### config.mk
export PLATFORM = sky130hd
export DESIGN_NAME = chgsup_top
export DESIGN_NICKNAME = d
export VERILOG_FILES = /design/src/core/chgsup_top.v /design/src/core/chgsup_timer.v
export VERILOG_INCLUDE_DIRS = /design/src /design/src/pkg
export SDC_FILE = /design/constraint.sdc
export NUM_CORES = 1
export LEC_CHECK = 0
export BUFFER_PORTS_ARGS = -buffer_cell sky130_fd_sc_hd__buf_2
export CORE_UTILIZATION = 61
export CTS_CLUSTER_SIZE = 12
export DETAILED_ROUTE_END_ITERATION = 12
export HOLD_SLACK_MARGIN = 0.15
export PLACE_DENSITY = 0.83
export SYNTH_ARGS = -nofsm -noshare
export SYNTH_HDL_FRONTEND = slang
export SYNTH_SLANG_ARGS = --single-unit
### constraint.sdc
create_clock -name mclk -period 2.8 [get_ports mclk]
set_input_delay 0.28 -clock mclk [delete_from_list [all_inputs] [get_ports mclk]]
set_output_delay 0.28 -clock mclk [all_outputs]
set_load 0.05 [all_outputs]
### src/pkg/chgsup_consts.vh
/*
  Constants for the charger safety and status logic: register offsets,
  field positions, reset values, the time base and the timeout counts.
  Assumes a 100 MHz core clock.
*/
`ifndef CHGSUP_CONSTS_VH
`define CHGSUP_CONSTS_VH

// ----------------------------------------------------------------------
// Register offsets (word index on the plain register port)
// ----------------------------------------------------------------------
`define CHGSUP_REG_CTRL      4'h0
`define CHGSUP_REG_TEMP      4'h1
`define CHGSUP_REG_IRQ_STAT  4'h2
`define CHGSUP_REG_IRQ_MASK  4'h3
`define CHGSUP_REG_STATE     4'h4

// ----------------------------------------------------------------------
// Field positions
// ----------------------------------------------------------------------
`define CHGSUP_CTRL_PRE_LSB   0
`define CHGSUP_CTRL_TOT_LSB   2
`define CHGSUP_TEMP_EXIT_EN   0
`define CHGSUP_TEMP_ENTER_EN  1
`define CHGSUP_TEMP_MASTER_EN 2
`define CHGSUP_TEMP_IN_RANGE  3
`define CHGSUP_TEMP_PENDING   4
`define CHGSUP_EV_EXIT        0
`define CHGSUP_EV_ENTER       1
`define CHGSUP_EV_PRE_TO      2
`define CHGSUP_EV_TOT_TO      3

// ----------------------------------------------------------------------
// Reset values
// ----------------------------------------------------------------------
`define CHGSUP_CTRL_RST      4'h0
`define CHGSUP_TEMP_EN_RST   3'h0
`define CHGSUP_MASK_RST      4'h0

// ----------------------------------------------------------------------
// Charger states (as reported by the charge state machine)
// ----------------------------------------------------------------------
`define CHGSUP_ST_PRECOND    3'h0
`define CHGSUP_ST_FAST       3'h1
`define CHGSUP_ST_TOPOFF     3'h2
`define CHGSUP_ST_EOC        3'h3
`define CHGSUP_ST_SUSPEND    3'h4
`define CHGSUP_ST_TEMPFLT    3'h5
`define CHGSUP_ST_TIMEFLT    3'h6

// ----------------------------------------------------------------------
// Time base: one tick per second, timeouts counted in seconds
// ----------------------------------------------------------------------
`define CHGSUP_CLK_MHZ       100
`define CHGSUP_TICK_MS       1000
`define CHGSUP_TICK_CYCLES   (`CHGSUP_CLK_MHZ * 1000 * `CHGSUP_TICK_MS)
`define CHGSUP_PRE_MIN_0     40
`define CHGSUP_PRE_MIN_1     60
`define CHGSUP_PRE_MIN_2     80
`define CHGSUP_TOT_HR_0      3
`define CHGSUP_TOT_HR_1      4
`define CHGSUP_TOT_HR_2      5

`endif

### src/core/chgsup_top.v
/*
  Charger safety and status logic: timer decode and supervision, open-drain
  status indicator, thermistor suspend and temperature interrupts.
  Assumes synchronous comparator inputs and a single-cycle register port.
*/
`include "chgsup_consts.vh"
`timescale 1ns/1ps
`default_nettype none
module chgsup_top #(
  parameter [31:0] TICK_CYCLES = `CHGSUP_TICK_CYCLES  // Cycles per timer second
) (
  input  wire        mclk,               // Core clock, 100 MHz
  input  wire        rst_n,              // Async reset, active low
  input  wire [3:0]  reg_addr,           // Register index
  input  wire [7:0]  reg_wdata,          // Write data
  input  wire        reg_wr,             // Write strobe
  input  wire        reg_rd,             // Read strobe
  output reg  [7:0]  reg_rdata_ff,       // Read data, cycle after strobe
  input  wire [2:0]  charger_state,      // State of charge state machine
  input  wire        new_cycle,          // Pulse: new charge cycle begins
  input  wire        precond_done,       // Battery above precondition threshold
  input  wire [7:0]  charge_cur_ratio,   // Thermal current share, 255 = full
  input  wire        hot_threshold,      // Thermistor below hot level
  input  wire        cold_threshold,     // Thermistor above cold level
  output reg         charge_suspend_ff,  // Hold charging off
  output reg         precond_fault_ff,   // Request time-out fault
  output reg         total_expired_ff,   // Total-charge timeout reached
  output reg         charge_indicator_n_o,  // Open-drain output level, always 0
  output reg         charge_indicator_n_oe, // High while sinking
  output reg         irq_ff              // Level interrupt
);
  // ----------------------------------------------------------------------
  // Timeout decode
  // ----------------------------------------------------------------------
  // Products are formed at full width and cut on purpose; the longest
  // setting still fits the 16-bit second counter of the timers.
  function [15:0] pre_secs;
    input [1:0]  code;
    reg   [31:0] secs;
    begin
      case (code)
        2'b00:   secs = 60 * `CHGSUP_PRE_MIN_0;
        2'b01:   secs = 60 * `CHGSUP_PRE_MIN_1;
        2'b10:   secs = 60 * `CHGSUP_PRE_MIN_2;
        default: secs = 32'h0000_0000;
      endcase
      pre_secs = secs[15:0];
    end
  endfunction

  function [15:0] tot_secs;
    input [1:0]  code;
    reg   [31:0] secs;
    begin
      case (code)
        2'b00:   secs = 3600 * `CHGSUP_TOT_HR_0;
        2'b01:   secs = 3600 * `CHGSUP_TOT_HR_1;
        2'b10:   secs = 3600 * `CHGSUP_TOT_HR_2;
        default: secs = 32'h0000_0000;
      endcase
      tot_secs = secs[15:0];
    end
  endfunction

  function is_active;
    input [2:0] st;
    begin
      is_active = (st == `CHGSUP_ST_PRECOND) || (st == `CHGSUP_ST_FAST) ||
                  (st == `CHGSUP_ST_TOPOFF);
    end
  endfunction

  // ----------------------------------------------------------------------
  // Registers
  // ----------------------------------------------------------------------
  localparam [3:0] CTRL_RST = `CHGSUP_CTRL_RST;

  reg [1:0]  precond_timeout_sel_ff;
  reg [1:0]  total_timeout_sel_ff;
  reg        temp_exit_irq_en_ff;
  reg        temp_enter_irq_en_ff;
  reg        temp_master_en_ff;
  reg        temp_irq_pending_ff;
  reg [3:0]  ev_stat_ff;
  reg [3:0]  ev_mask_ff;
  reg        temp_in_range_ff;
  reg [31:0] tick_cnt_ff;
  reg        tick_ff;
  reg        pre_exp_d_ff;
  reg        tot_exp_d_ff;

  wire       pre_exp;
  wire       tot_exp;
  wire       in_window = hot_threshold && cold_threshold;
  wire       wr_ctrl   = reg_wr && reg_addr == `CHGSUP_REG_CTRL;
  wire       wr_temp   = reg_wr && reg_addr == `CHGSUP_REG_TEMP;
  wire       wr_stat   = reg_wr && reg_addr == `CHGSUP_REG_IRQ_STAT;
  wire       wr_mask   = reg_wr && reg_addr == `CHGSUP_REG_IRQ_MASK;
  wire       rd_temp   = reg_rd && reg_addr == `CHGSUP_REG_TEMP;
  wire       ev_exit   = temp_in_range_ff && !in_window;
  wire       ev_enter  = !temp_in_range_ff && in_window;
  wire       temp_irq  = temp_master_en_ff &&
                         ((ev_exit && temp_exit_irq_en_ff) ||
                          (ev_enter && temp_enter_irq_en_ff));
  wire [3:0] ev_set    = {tot_exp && !tot_exp_d_ff, pre_exp && !pre_exp_d_ff,
                          ev_enter, ev_exit};
  wire [3:0] nxt_ev_stat = (ev_stat_ff & ~(wr_stat ? reg_wdata[3:0] : 4'h0)) | ev_set;

  // ----------------------------------------------------------------------
  // Time base: one tick per timer second
  // ----------------------------------------------------------------------
  always @(posedge mclk or negedge rst_n) begin
    if (!rst_n) begin
      tick_cnt_ff <= 32'h0000_0000;
      tick_ff     <= 1'b0;
    end else if (tick_cnt_ff >= TICK_CYCLES - 32'h0000_0001) begin
      tick_cnt_ff <= 32'h0000_0000;
      tick_ff     <= 1'b1;
    end else begin
      tick_cnt_ff <= tick_cnt_ff + 32'h0000_0001;
      tick_ff     <= 1'b0;
    end
  end

  // ----------------------------------------------------------------------
  // Safety timers
  // ----------------------------------------------------------------------
  chgsup_timer u_pre (
    .mclk       (mclk),
    .rst_n      (rst_n),
    .restart    (new_cycle),
    .run        (charger_state == `CHGSUP_ST_PRECOND && !precond_done),
    .tick       (tick_ff),
    .cur_ratio  (charge_cur_ratio),
    .limit_s    (pre_secs(precond_timeout_sel_ff)),
    .expired_ff (pre_exp)
  );

  chgsup_timer u_tot (
    .mclk       (mclk),
    .rst_n      (rst_n),
    .restart    (new_cycle),
    .run        (is_active(charger_state)),
    .tick       (tick_ff),
    .cur_ratio  (charge_cur_ratio),
    .limit_s    (tot_secs(total_timeout_sel_ff)),
    .expired_ff (tot_exp)
  );

  // ----------------------------------------------------------------------
  // Control registers and writes
  // ----------------------------------------------------------------------
  always @(posedge mclk or negedge rst_n) begin
    if (!rst_n) begin
      precond_timeout_sel_ff <= CTRL_RST[1:0];
      total_timeout_sel_ff   <= CTRL_RST[3:2];
      temp_exit_irq_en_ff    <= 1'b0;
      temp_enter_irq_en_ff   <= 1'b0;
      temp_master_en_ff      <= 1'b0;
      ev_mask_ff             <= `CHGSUP_MASK_RST;
      ev_stat_ff             <= 4'h0;
    end else begin
      if (wr_ctrl) begin
        precond_timeout_sel_ff <= reg_wdata[`CHGSUP_CTRL_PRE_LSB +: 2];
        total_timeout_sel_ff   <= reg_wdata[`CHGSUP_CTRL_TOT_LSB +: 2];
      end
      if (wr_temp) begin
        temp_exit_irq_en_ff  <= reg_wdata[`CHGSUP_TEMP_EXIT_EN];
        temp_enter_irq_en_ff <= reg_wdata[`CHGSUP_TEMP_ENTER_EN];
        temp_master_en_ff    <= reg_wdata[`CHGSUP_TEMP_MASTER_EN];
      end
      if (wr_mask)
        ev_mask_ff <= reg_wdata[3:0];
      // Set wins over a write-one-to-clear in the same cycle
      ev_stat_ff <= nxt_ev_stat;
    end
  end

  // ----------------------------------------------------------------------
  // Temperature supervision
  // ----------------------------------------------------------------------
  // Range flag starts as in-range so a cold start outside the window still
  // raises an exit event on the first cycle.
  always @(posedge mclk or negedge rst_n) begin
    if (!rst_n) begin
      temp_in_range_ff    <= 1'b1;
      temp_irq_pending_ff <= 1'b0;
      charge_suspend_ff   <= 1'b0;
    end else begin
      temp_in_range_ff  <= in_window;
      charge_suspend_ff <= !in_window;
      if (temp_irq)
        temp_irq_pending_ff <= 1'b1;
      else if (rd_temp)
        temp_irq_pending_ff <= 1'b0;
    end
  end

  // ----------------------------------------------------------------------
  // Timer faults, indicator, interrupt
  // ----------------------------------------------------------------------
  always @(posedge mclk or negedge rst_n) begin
    if (!rst_n) begin
      pre_exp_d_ff          <= 1'b0;
      tot_exp_d_ff          <= 1'b0;
      precond_fault_ff      <= 1'b0;
      total_expired_ff      <= 1'b0;
      charge_indicator_n_o  <= 1'b0;
      charge_indicator_n_oe <= 1'b0;
      irq_ff                <= 1'b0;
    end else begin
      pre_exp_d_ff          <= pre_exp;
      tot_exp_d_ff          <= tot_exp;
      // A restart drops the fault at once, not one cycle behind the timer
      precond_fault_ff      <= pre_exp && !new_cycle;
      total_expired_ff      <= tot_exp && !new_cycle;
      charge_indicator_n_o  <= 1'b0;
      charge_indicator_n_oe <= is_active(charger_state);
      irq_ff <= temp_irq_pending_ff || temp_irq ||
                (|(nxt_ev_stat & ev_mask_ff));
    end
  end

  // ----------------------------------------------------------------------
  // Read port
  // ----------------------------------------------------------------------
  // Read data only stands in the cycle after the strobe; zero elsewhere.
  always @(posedge mclk or negedge rst_n) begin
    if (!rst_n) begin
      reg_rdata_ff <= 8'h00;
    end else if (reg_rd) begin
      case (reg_addr)
        `CHGSUP_REG_CTRL:     reg_rdata_ff <= {4'h0, total_timeout_sel_ff,
                                               precond_timeout_sel_ff};
        `CHGSUP_REG_TEMP:     reg_rdata_ff <= {3'h0, temp_irq_pending_ff, temp_in_range_ff,
                                               temp_master_en_ff, temp_enter_irq_en_ff,
                                               temp_exit_irq_en_ff};
        `CHGSUP_REG_IRQ_STAT: reg_rdata_ff <= {4'h0, ev_stat_ff};
        `CHGSUP_REG_IRQ_MASK: reg_rdata_ff <= {4'h0, ev_mask_ff};
        `CHGSUP_REG_STATE:    reg_rdata_ff <= {3'h0, tot_exp, pre_exp, charger_state};
        default:              reg_rdata_ff <= 8'h00;
      endcase
    end else begin
      reg_rdata_ff <= 8'h00;
    end
  end
endmodule
`default_nettype wire

### src/core/chgsup_timer.v
/*
  One charge safety timer: counts time-base ticks, stretched by the
  thermal-regulation current ratio, and flags expiry once per run.
  Assumes a one-cycle tick pulse and a limit of zero meaning disabled.
*/
`timescale 1ns/1ps
`default_nettype none
module chgsup_timer (
  input  wire        mclk,        // Core clock
  input  wire        rst_n,       // Async reset, active low
  input  wire        restart,     // Clear count, new charge cycle
  input  wire        run,         // Timer counts while high
  input  wire        tick,        // One-cycle time base pulse
  input  wire [7:0]  cur_ratio,   // Charge current share, 255 = full
  input  wire [15:0] limit_s,     // Timeout in seconds, 0 = disabled
  output reg         expired_ff   // Timeout reached
);
  reg [15:0] sec_ff;
  reg [7:0]  frac_ff;
  wire [8:0] frac_sum = {1'b0, frac_ff} + {1'b0, cur_ratio} + 9'h001;

  // ----------------------------------------------------------------------
  // Stretched second counter
  // ----------------------------------------------------------------------
  // A second only counts once 256 units of current share piled up, so a
  // halved current doubles the wall-clock period.
  always @(posedge mclk or negedge rst_n) begin
    if (!rst_n) begin
      sec_ff     <= 16'h0000;
      frac_ff    <= 8'h00;
      expired_ff <= 1'b0;
    end else if (restart) begin
      sec_ff     <= 16'h0000;
      frac_ff    <= 8'h00;
      expired_ff <= 1'b0;
    end else if (run && tick && !expired_ff && limit_s != 16'h0000) begin
      frac_ff <= frac_sum[7:0];
      if (frac_sum[8]) begin
        sec_ff <= sec_ff + 16'h0001;
        if (sec_ff + 16'h0001 >= limit_s)
          expired_ff <= 1'b1;
      end
    end
  end
endmodule
`default_nettype wire

== Word level (Yosys, flattened, before mapping) ==
Cells that the tools add are included.
Storage, ports and cells
  register bits after elaboration: 115
  bits in latches: 0
  RAM bits: 0
  memory bits (read-only): 0
  input port bits: 31
  output and inout bits: 14
  word-level logic and storage cells: 129
  memories: 0
Cells by class
  $add $sub $neg: 7
  multipliers: 0
  div/mod/pow operators: 0
  order comparisons: 3
  equal/unequal tests: 10
  shift-type cells: 0
  multiplexer cells: 27
  bitwise logic cells: 4
  reduce and logical (&&, ||, !) cells: 53
Operators with widths (number)
  two-way mux 16 bit: 6
  case mux 15 bit (3 select lines): 1
  two-way mux 8 bit: 5
  case mux 13 bit (3 select lines): 1
  adder 16 x 1 -> 16 bit, second input constant: 2
  adder 32 x 1 -> 32 bit, second input constant: 1
  greater-or-equal comparator 32 x 27 -> 1 bit, second input constant: 1
  two-way mux 32 bit: 1
  nonzero test 16 bit: 2
  case mux 5 bit (5 select lines): 1
  logical AND 1 bit: 22
  adder 8 x 8 -> 9 bit: 2
  adder 9 x 1 -> 9 bit, second input constant: 2
  greater-or-equal comparator 16 x 13 -> 1 bit: 1
  greater-or-equal comparator 16 x 15 -> 1 bit: 1
  nonzero test 2 bit: 7
  two-way mux 1 bit: 11
  AND 4 bit: 2
  equality test 4 x 2 -> 1 bit, second input constant: 2
  zero test 1 bit: 8
  AND reduction 3 bit: 2
  logical OR 1 bit: 5
  equality test 2 x 1 -> 1 bit, second input constant: 2
  equality test 2 bit, second input constant: 2
  12 further kinds: 14

== Longest topological paths before layout ==
  word-level depth: 9
  depth in mapped cells: 12
  mapped depth without buffers: 12

== Modules after synthesis ==
From an unflattened synthesis, not the netlist that was laid out.
Second synthesis, totals
  cell total of the unflattened synthesis: 835
  area total of the unflattened synthesis: 7688.6 µm²
By module, submodules not included
  chgsup_top: instances 1, cells each 271, area an instance 2941.6 µm², seq. area each 1552.7 µm²
  chgsup_timer at u_pre: instances 1, cells each 284, area an instance 2383.5 µm², seq. area each 625.6 µm²
  chgsup_timer at u_tot: instances 1, cells each 280, area an instance 2363.5 µm², seq. area each 625.6 µm²

== Worst setup path before layout ==
Ideal clock, no wire load.
  path kind: reg-to-reg
  start point: register u_tot.sec_ff[0]
  end point: register u_tot.expired_ff
  setup time: 0.138 ns
  arrival: 2.328 ns
  data required time: 2.662 ns
  path slack: 0.335 ns
  cell stages (with the launch flop): 13
  buffers on the path: 0
  clock period less this slack: 2.465 ns
  cell sequence: dfrtp_1 ha_1 nand3_1 nor3_1 nand3_1 xnor2_1 ha_1 a21oi_1 nor2b_1 o21ai_0 a21oi_1 nor4_1 a211oi_1
On the way
  cells in the longest elaborated chain, start to end: 4
RTL lines
  from (decl): RTL line chgsup_timer.v:18  | reg [15:0] sec_ff;
  from (signal assigned): RTL line chgsup_timer.v:39  | sec_ff <= sec_ff + 16'h0001;
  adder 16 x 1 -> 16 bit: RTL line chgsup_timer.v:40  | if (sec_ff + 16'h0001 >= limit_s)
  greater-or-equal comparator 16 x 15 -> 1 bit: RTL line chgsup_timer.v:40
  nonzero test 2 bit (no source line)
  AND reduction 3 bit (no source line)
  to (signal assigned): RTL line chgsup_timer.v:31  | expired_ff <= 1'b0;
  to (signal assigned): RTL line chgsup_timer.v:35  | expired_ff <= 1'b0;
  to (signal assigned): RTL line chgsup_timer.v:41  | expired_ff <= 1'b1;
  to (decl): RTL line chgsup_timer.v:16  | output reg expired_ff
No other way between the ends.
A chain may end at the register's enable or synchronous reset.

== Worst setup path after layout ==
  start point: register u_pre.sec_ff[0]
  end point: register u_pre.expired_ff
On the way
  cells in the longest elaborated chain, start to end: 4
RTL lines (RTL line)
  from (decl): chgsup_timer.v:18
  from (signal assigned): chgsup_timer.v:39
  adder 16 x 1 -> 16 bit: chgsup_timer.v:40
  greater-or-equal comparator 16 x 13 -> 1 bit: chgsup_timer.v:40
  nonzero test 2 bit (no source line)
  AND reduction 3 bit (no source line)
  to (signal assigned): chgsup_timer.v:31
  to (signal assigned): chgsup_timer.v:35
  to (signal assigned): chgsup_timer.v:41
  to (decl): chgsup_timer.v:16
No other way between the ends.

==> out/results.tsv <==
stage	metric	value	unit
timing	Slew @ Worst Pin	0.680	ns
clock_network	number of buffers created by CTS	9	
synthesis	syn avg cell area	9.35	um2
finish	area grow syn2layout	10.7	%
clock_network	Max clock buf depth	2	
floorplanning	initial core utilization	62.7	%
detailed_routing	total routed wirelength	14.8	mm
timing	Rel. slew slack	54.6	%
clock_network	clock sinks	112	
finish	Antenna diodes	0	
place	HPWL after detailed placement	10.6	mm
timing	Final setup viols	0	
timing	Final Cycle Share	94.5	%
timing	setup TNS	0	ns
synthesis	synthesized area	6820	um2
finish	layout cells sized above 1	13.5	%
synthesis	asr flop ratio synth	100	%
synthesis	most frequent cell after synthesis	dfrtp_1	
synthesis	top post-synthesis cells by area	dfrtp_1 41%, ha_1 9.2%, xnor2_1 5.8%	
status	status	finished clean	
detailed_routing	drt wl/cell	16.0	um
place	routability cong.	0.872	
synthesis	Seq/Total Area, Yosys	41.1	%
finish	multi-input combinational cell area	3770	um2
timing	Setup Skew	0.0124	ns
finish	Final nets	861	
detailed_routing	first drt pass iteration count	5	
global_route	antenna violations before repair	0	
synthesis	Netlist cell types	62	
synthesis	leading area contributor after synthesis	dfrtp_1	
finish	post-route cell area	7560	um2
power	power density over cell area	507	nW/um2
floorplanning	Top Ports	45	
finish	FF/Latch Area	2810	um2
synthesis	area share of the largest cell type after synthesis	40.7	%
setup_path	Crit path arrival time	2.91	ns
floorplanning	Chip Height	108	um
synthesis	Post-synth top cells	111 x dfrtp_1, 82 x nor2_1, 56 x nand2_1	
floorplanning	die width	108	um
synthesis	Synth warnings	0	
clock_network	H-tree depth	3	
detailed_routing	post-route antenna net violation count	0	
timing	unrepaired setup endpoints after global routing	no	
flow_run	max cap viols	0	
global_route	total gr overflow	0	
setup_path	crit-path max FO	7	
synthesis	ys flop type	dfrtp_1	
floorplanning	Cell Rows	38	
finish	fill cell count	815	
detailed_routing	Detailed Route Iter0 Violations	447	
global_route	Overall Global Routing Usage	27.3	%
detailed_routing	DRC Markers	0	
setup_path	Worst Setup Start Kind	flop	
power	maximum vdd drop	0.477	mV
setup_path	WS Path Type	reg -> reg	
floorplanning	Die Area	11600	um2
global_route	largest net degree at the start of global routing	53	
global_route	first-pass GRT wire length	25.2	mm
timing	Pins Over Slew Limit	0	
synthesis	Post-synth EDFFs	0	
detailed_routing	via/cell ratio	6.03	
clock_network	latest clock arrival within the worst-skew pair	0.39	ns
synthesis	synthesized flop and latch total	112	
clock_network	CTS Root Cell	clkbuf_8	
place	Post-Place Cell Area	7190	um2
place	Port Buffer Count	36	
power	total power	3830	uW
finish	Layout Cells excl Fill	923	
setup_path	crit path capture type	flop	
worst_hold_path	HP Class	in -> reg	
timing	Final Hold Viols	0	
timing	Fmax	0.378	GHz
global_route	number of global-route vias before repair	5535	
detailed_routing	vias	5566	
floorplanning	CORE AREA	10900	um2
power	Pleak	0.00340	uW
setup_path	required time worst endpoint	3.06	ns
synthesis	Synth Instances	730	
timing	crit path time final	2.65	ns
clock_network	Clock Pin Slew Worst Setup and Hold Paths	0.11	ns
clock_network	CTS tree	done	
finish	final design utilization	69.4	%
place	placed insts	898	
-- cell usage in the layout, fill, tap and decap left out, types with 3 or more instances in the layout --
cell	count
a31o_2	3
nor4_1	8
o21ai_0	20
buf_4	21
conb_1	9
xor2_1	20
and3_1	18
nand4_1	17
a21oi_1	40
nor3_1	13
and4_1	4
a31oi_1	3
inv_1	36
nor2b_1	11
or3_1	3
nand2b_1	4
nand3_1	38
clkbuf_8	9
dfrtp_1	110
a21o_1	7
o31ai_1	5
o211a_1	4
dlygate4sd3_1	6
mux2_2	17
o41ai_1	9
a22oi_1	4
nand2_1	56
ha_1	49
a22o_1	6
bufinv_16	3
or2_2	3
a211oi_1	16
buf_2	35
nor2_1	82
o21bai_1	3
xnor2_1	44
-- metrics by stage --
stage	hold WS [ns]	setup slack (ns)
after global routing	0.154	0.00395
after detailed placement	0.322	0.192
after floorplan	-0.0156	0.335
final	0.161	0.155
after global placement	0.315	0.228
after CTS	0.153	0.166
-- path summary, 6_finish.rpt --
path / start / endpoint / slack, ns / cells past startpoint
worst min-delay path: reg_wdata[3] / ev_mask_ff[3]$_DFFE_PN0P_ / 0.16 / 2
worst min register to register: u_pre.expired_ff$_DFFE_PN0P_ / pre_exp_d_ff$_DFF_PN0_ / 0.46 / 0
min in group asynchronous: rst_n / u_pre.sec_ff[12]$_DFFE_PN0P_ / 0.43 / 2
worst max register to register: u_pre.sec_ff[0]$_DFFE_PN0P_ / u_pre.expired_ff$_DFFE_PN0P_ / 0.15 / 10
worst max-delay path: u_pre.sec_ff[0]$_DFFE_PN0P_ / u_pre.expired_ff$_DFFE_PN0P_ / 0.15 / 10
max in group asynchronous: rst_n / u_tot.sec_ff[0]$_DFFE_PN0P_ / 1.68 / 3
-- where the power goes --
group	switching [uW]	internal, uW	total, uW
Sequential	115	1730	1840
Clock	578	606	1180
Combinational	467	337	804
Total	1160	2670	3830
-- cell families after synthesis --
kind of cell,Yosys count,synth area share (%)
adders and majority gates,52,9.76
muxes,18,2.95
buffers and inverters,70,4.40
other,1,0.0550
and+or+nand+nor,272,19.3
xor gates and xnor gates,65,8.34
AOI/OAI and AO/OA,140,14.0
DFF,112,41.1
-- critical path, stage by stage, from the launching register on --
cell       delay [ns]
dfrtp_1          0.46
ha_1             0.25
and3_1           0.23
and3_1           0.25
xor2_1           0.17
ha_1             0.26
o21a_1           0.11
a2111oi_0        0.39
o21ai_0          0.17
o211ai_1         0.13
a221oi_1         0.10
-- layout make-up --
| type | count | share of cell area (%) |
|---|---|---|
| clock inverter | 7 | 1.71 |
| clock buffer | 9 | 1.64 |
| sequential | 112 | 37.1 |
| timing repair buffer | 63 | 5.46 |
| multi-input combinational | 556 | 50.0 |
| inverter | 36 | 1.79 |
| tap | 140 | 2.32 |
-- sequential cells by signal, summed over array words and instances (netlist names), 2 cells and up --
name	count
reg_rdata_ff	5
u_tot.frac_ff	8
ev_stat_ff	4
precond_timeout_sel_ff	2
u_tot.sec_ff	16
ev_mask_ff	4
tick_cnt_ff	32
u_pre.frac_ff	8
total_timeout_sel_ff	2
u_pre.sec_ff	16
-- metal layers --
layer  global-route usage [%]  up-vias  part of all wire [%]
met5                        0        -                     0
met4                     10.5        0                   1.9
met3                     5.75       28                   4.5
met2                     47.7      163                    51
met1                     33.0     2713                    43
li1                         -     2662                     -
-- what timing repair did --
action	CTS	global route
hold buffers	6	0
hold endpoints to repair	47	0
endpoints found under the setup margin	0	1
resized for setup	0	7
setup buffers	0	3
No activity file was read; power rests on OpenSTA's default activity.
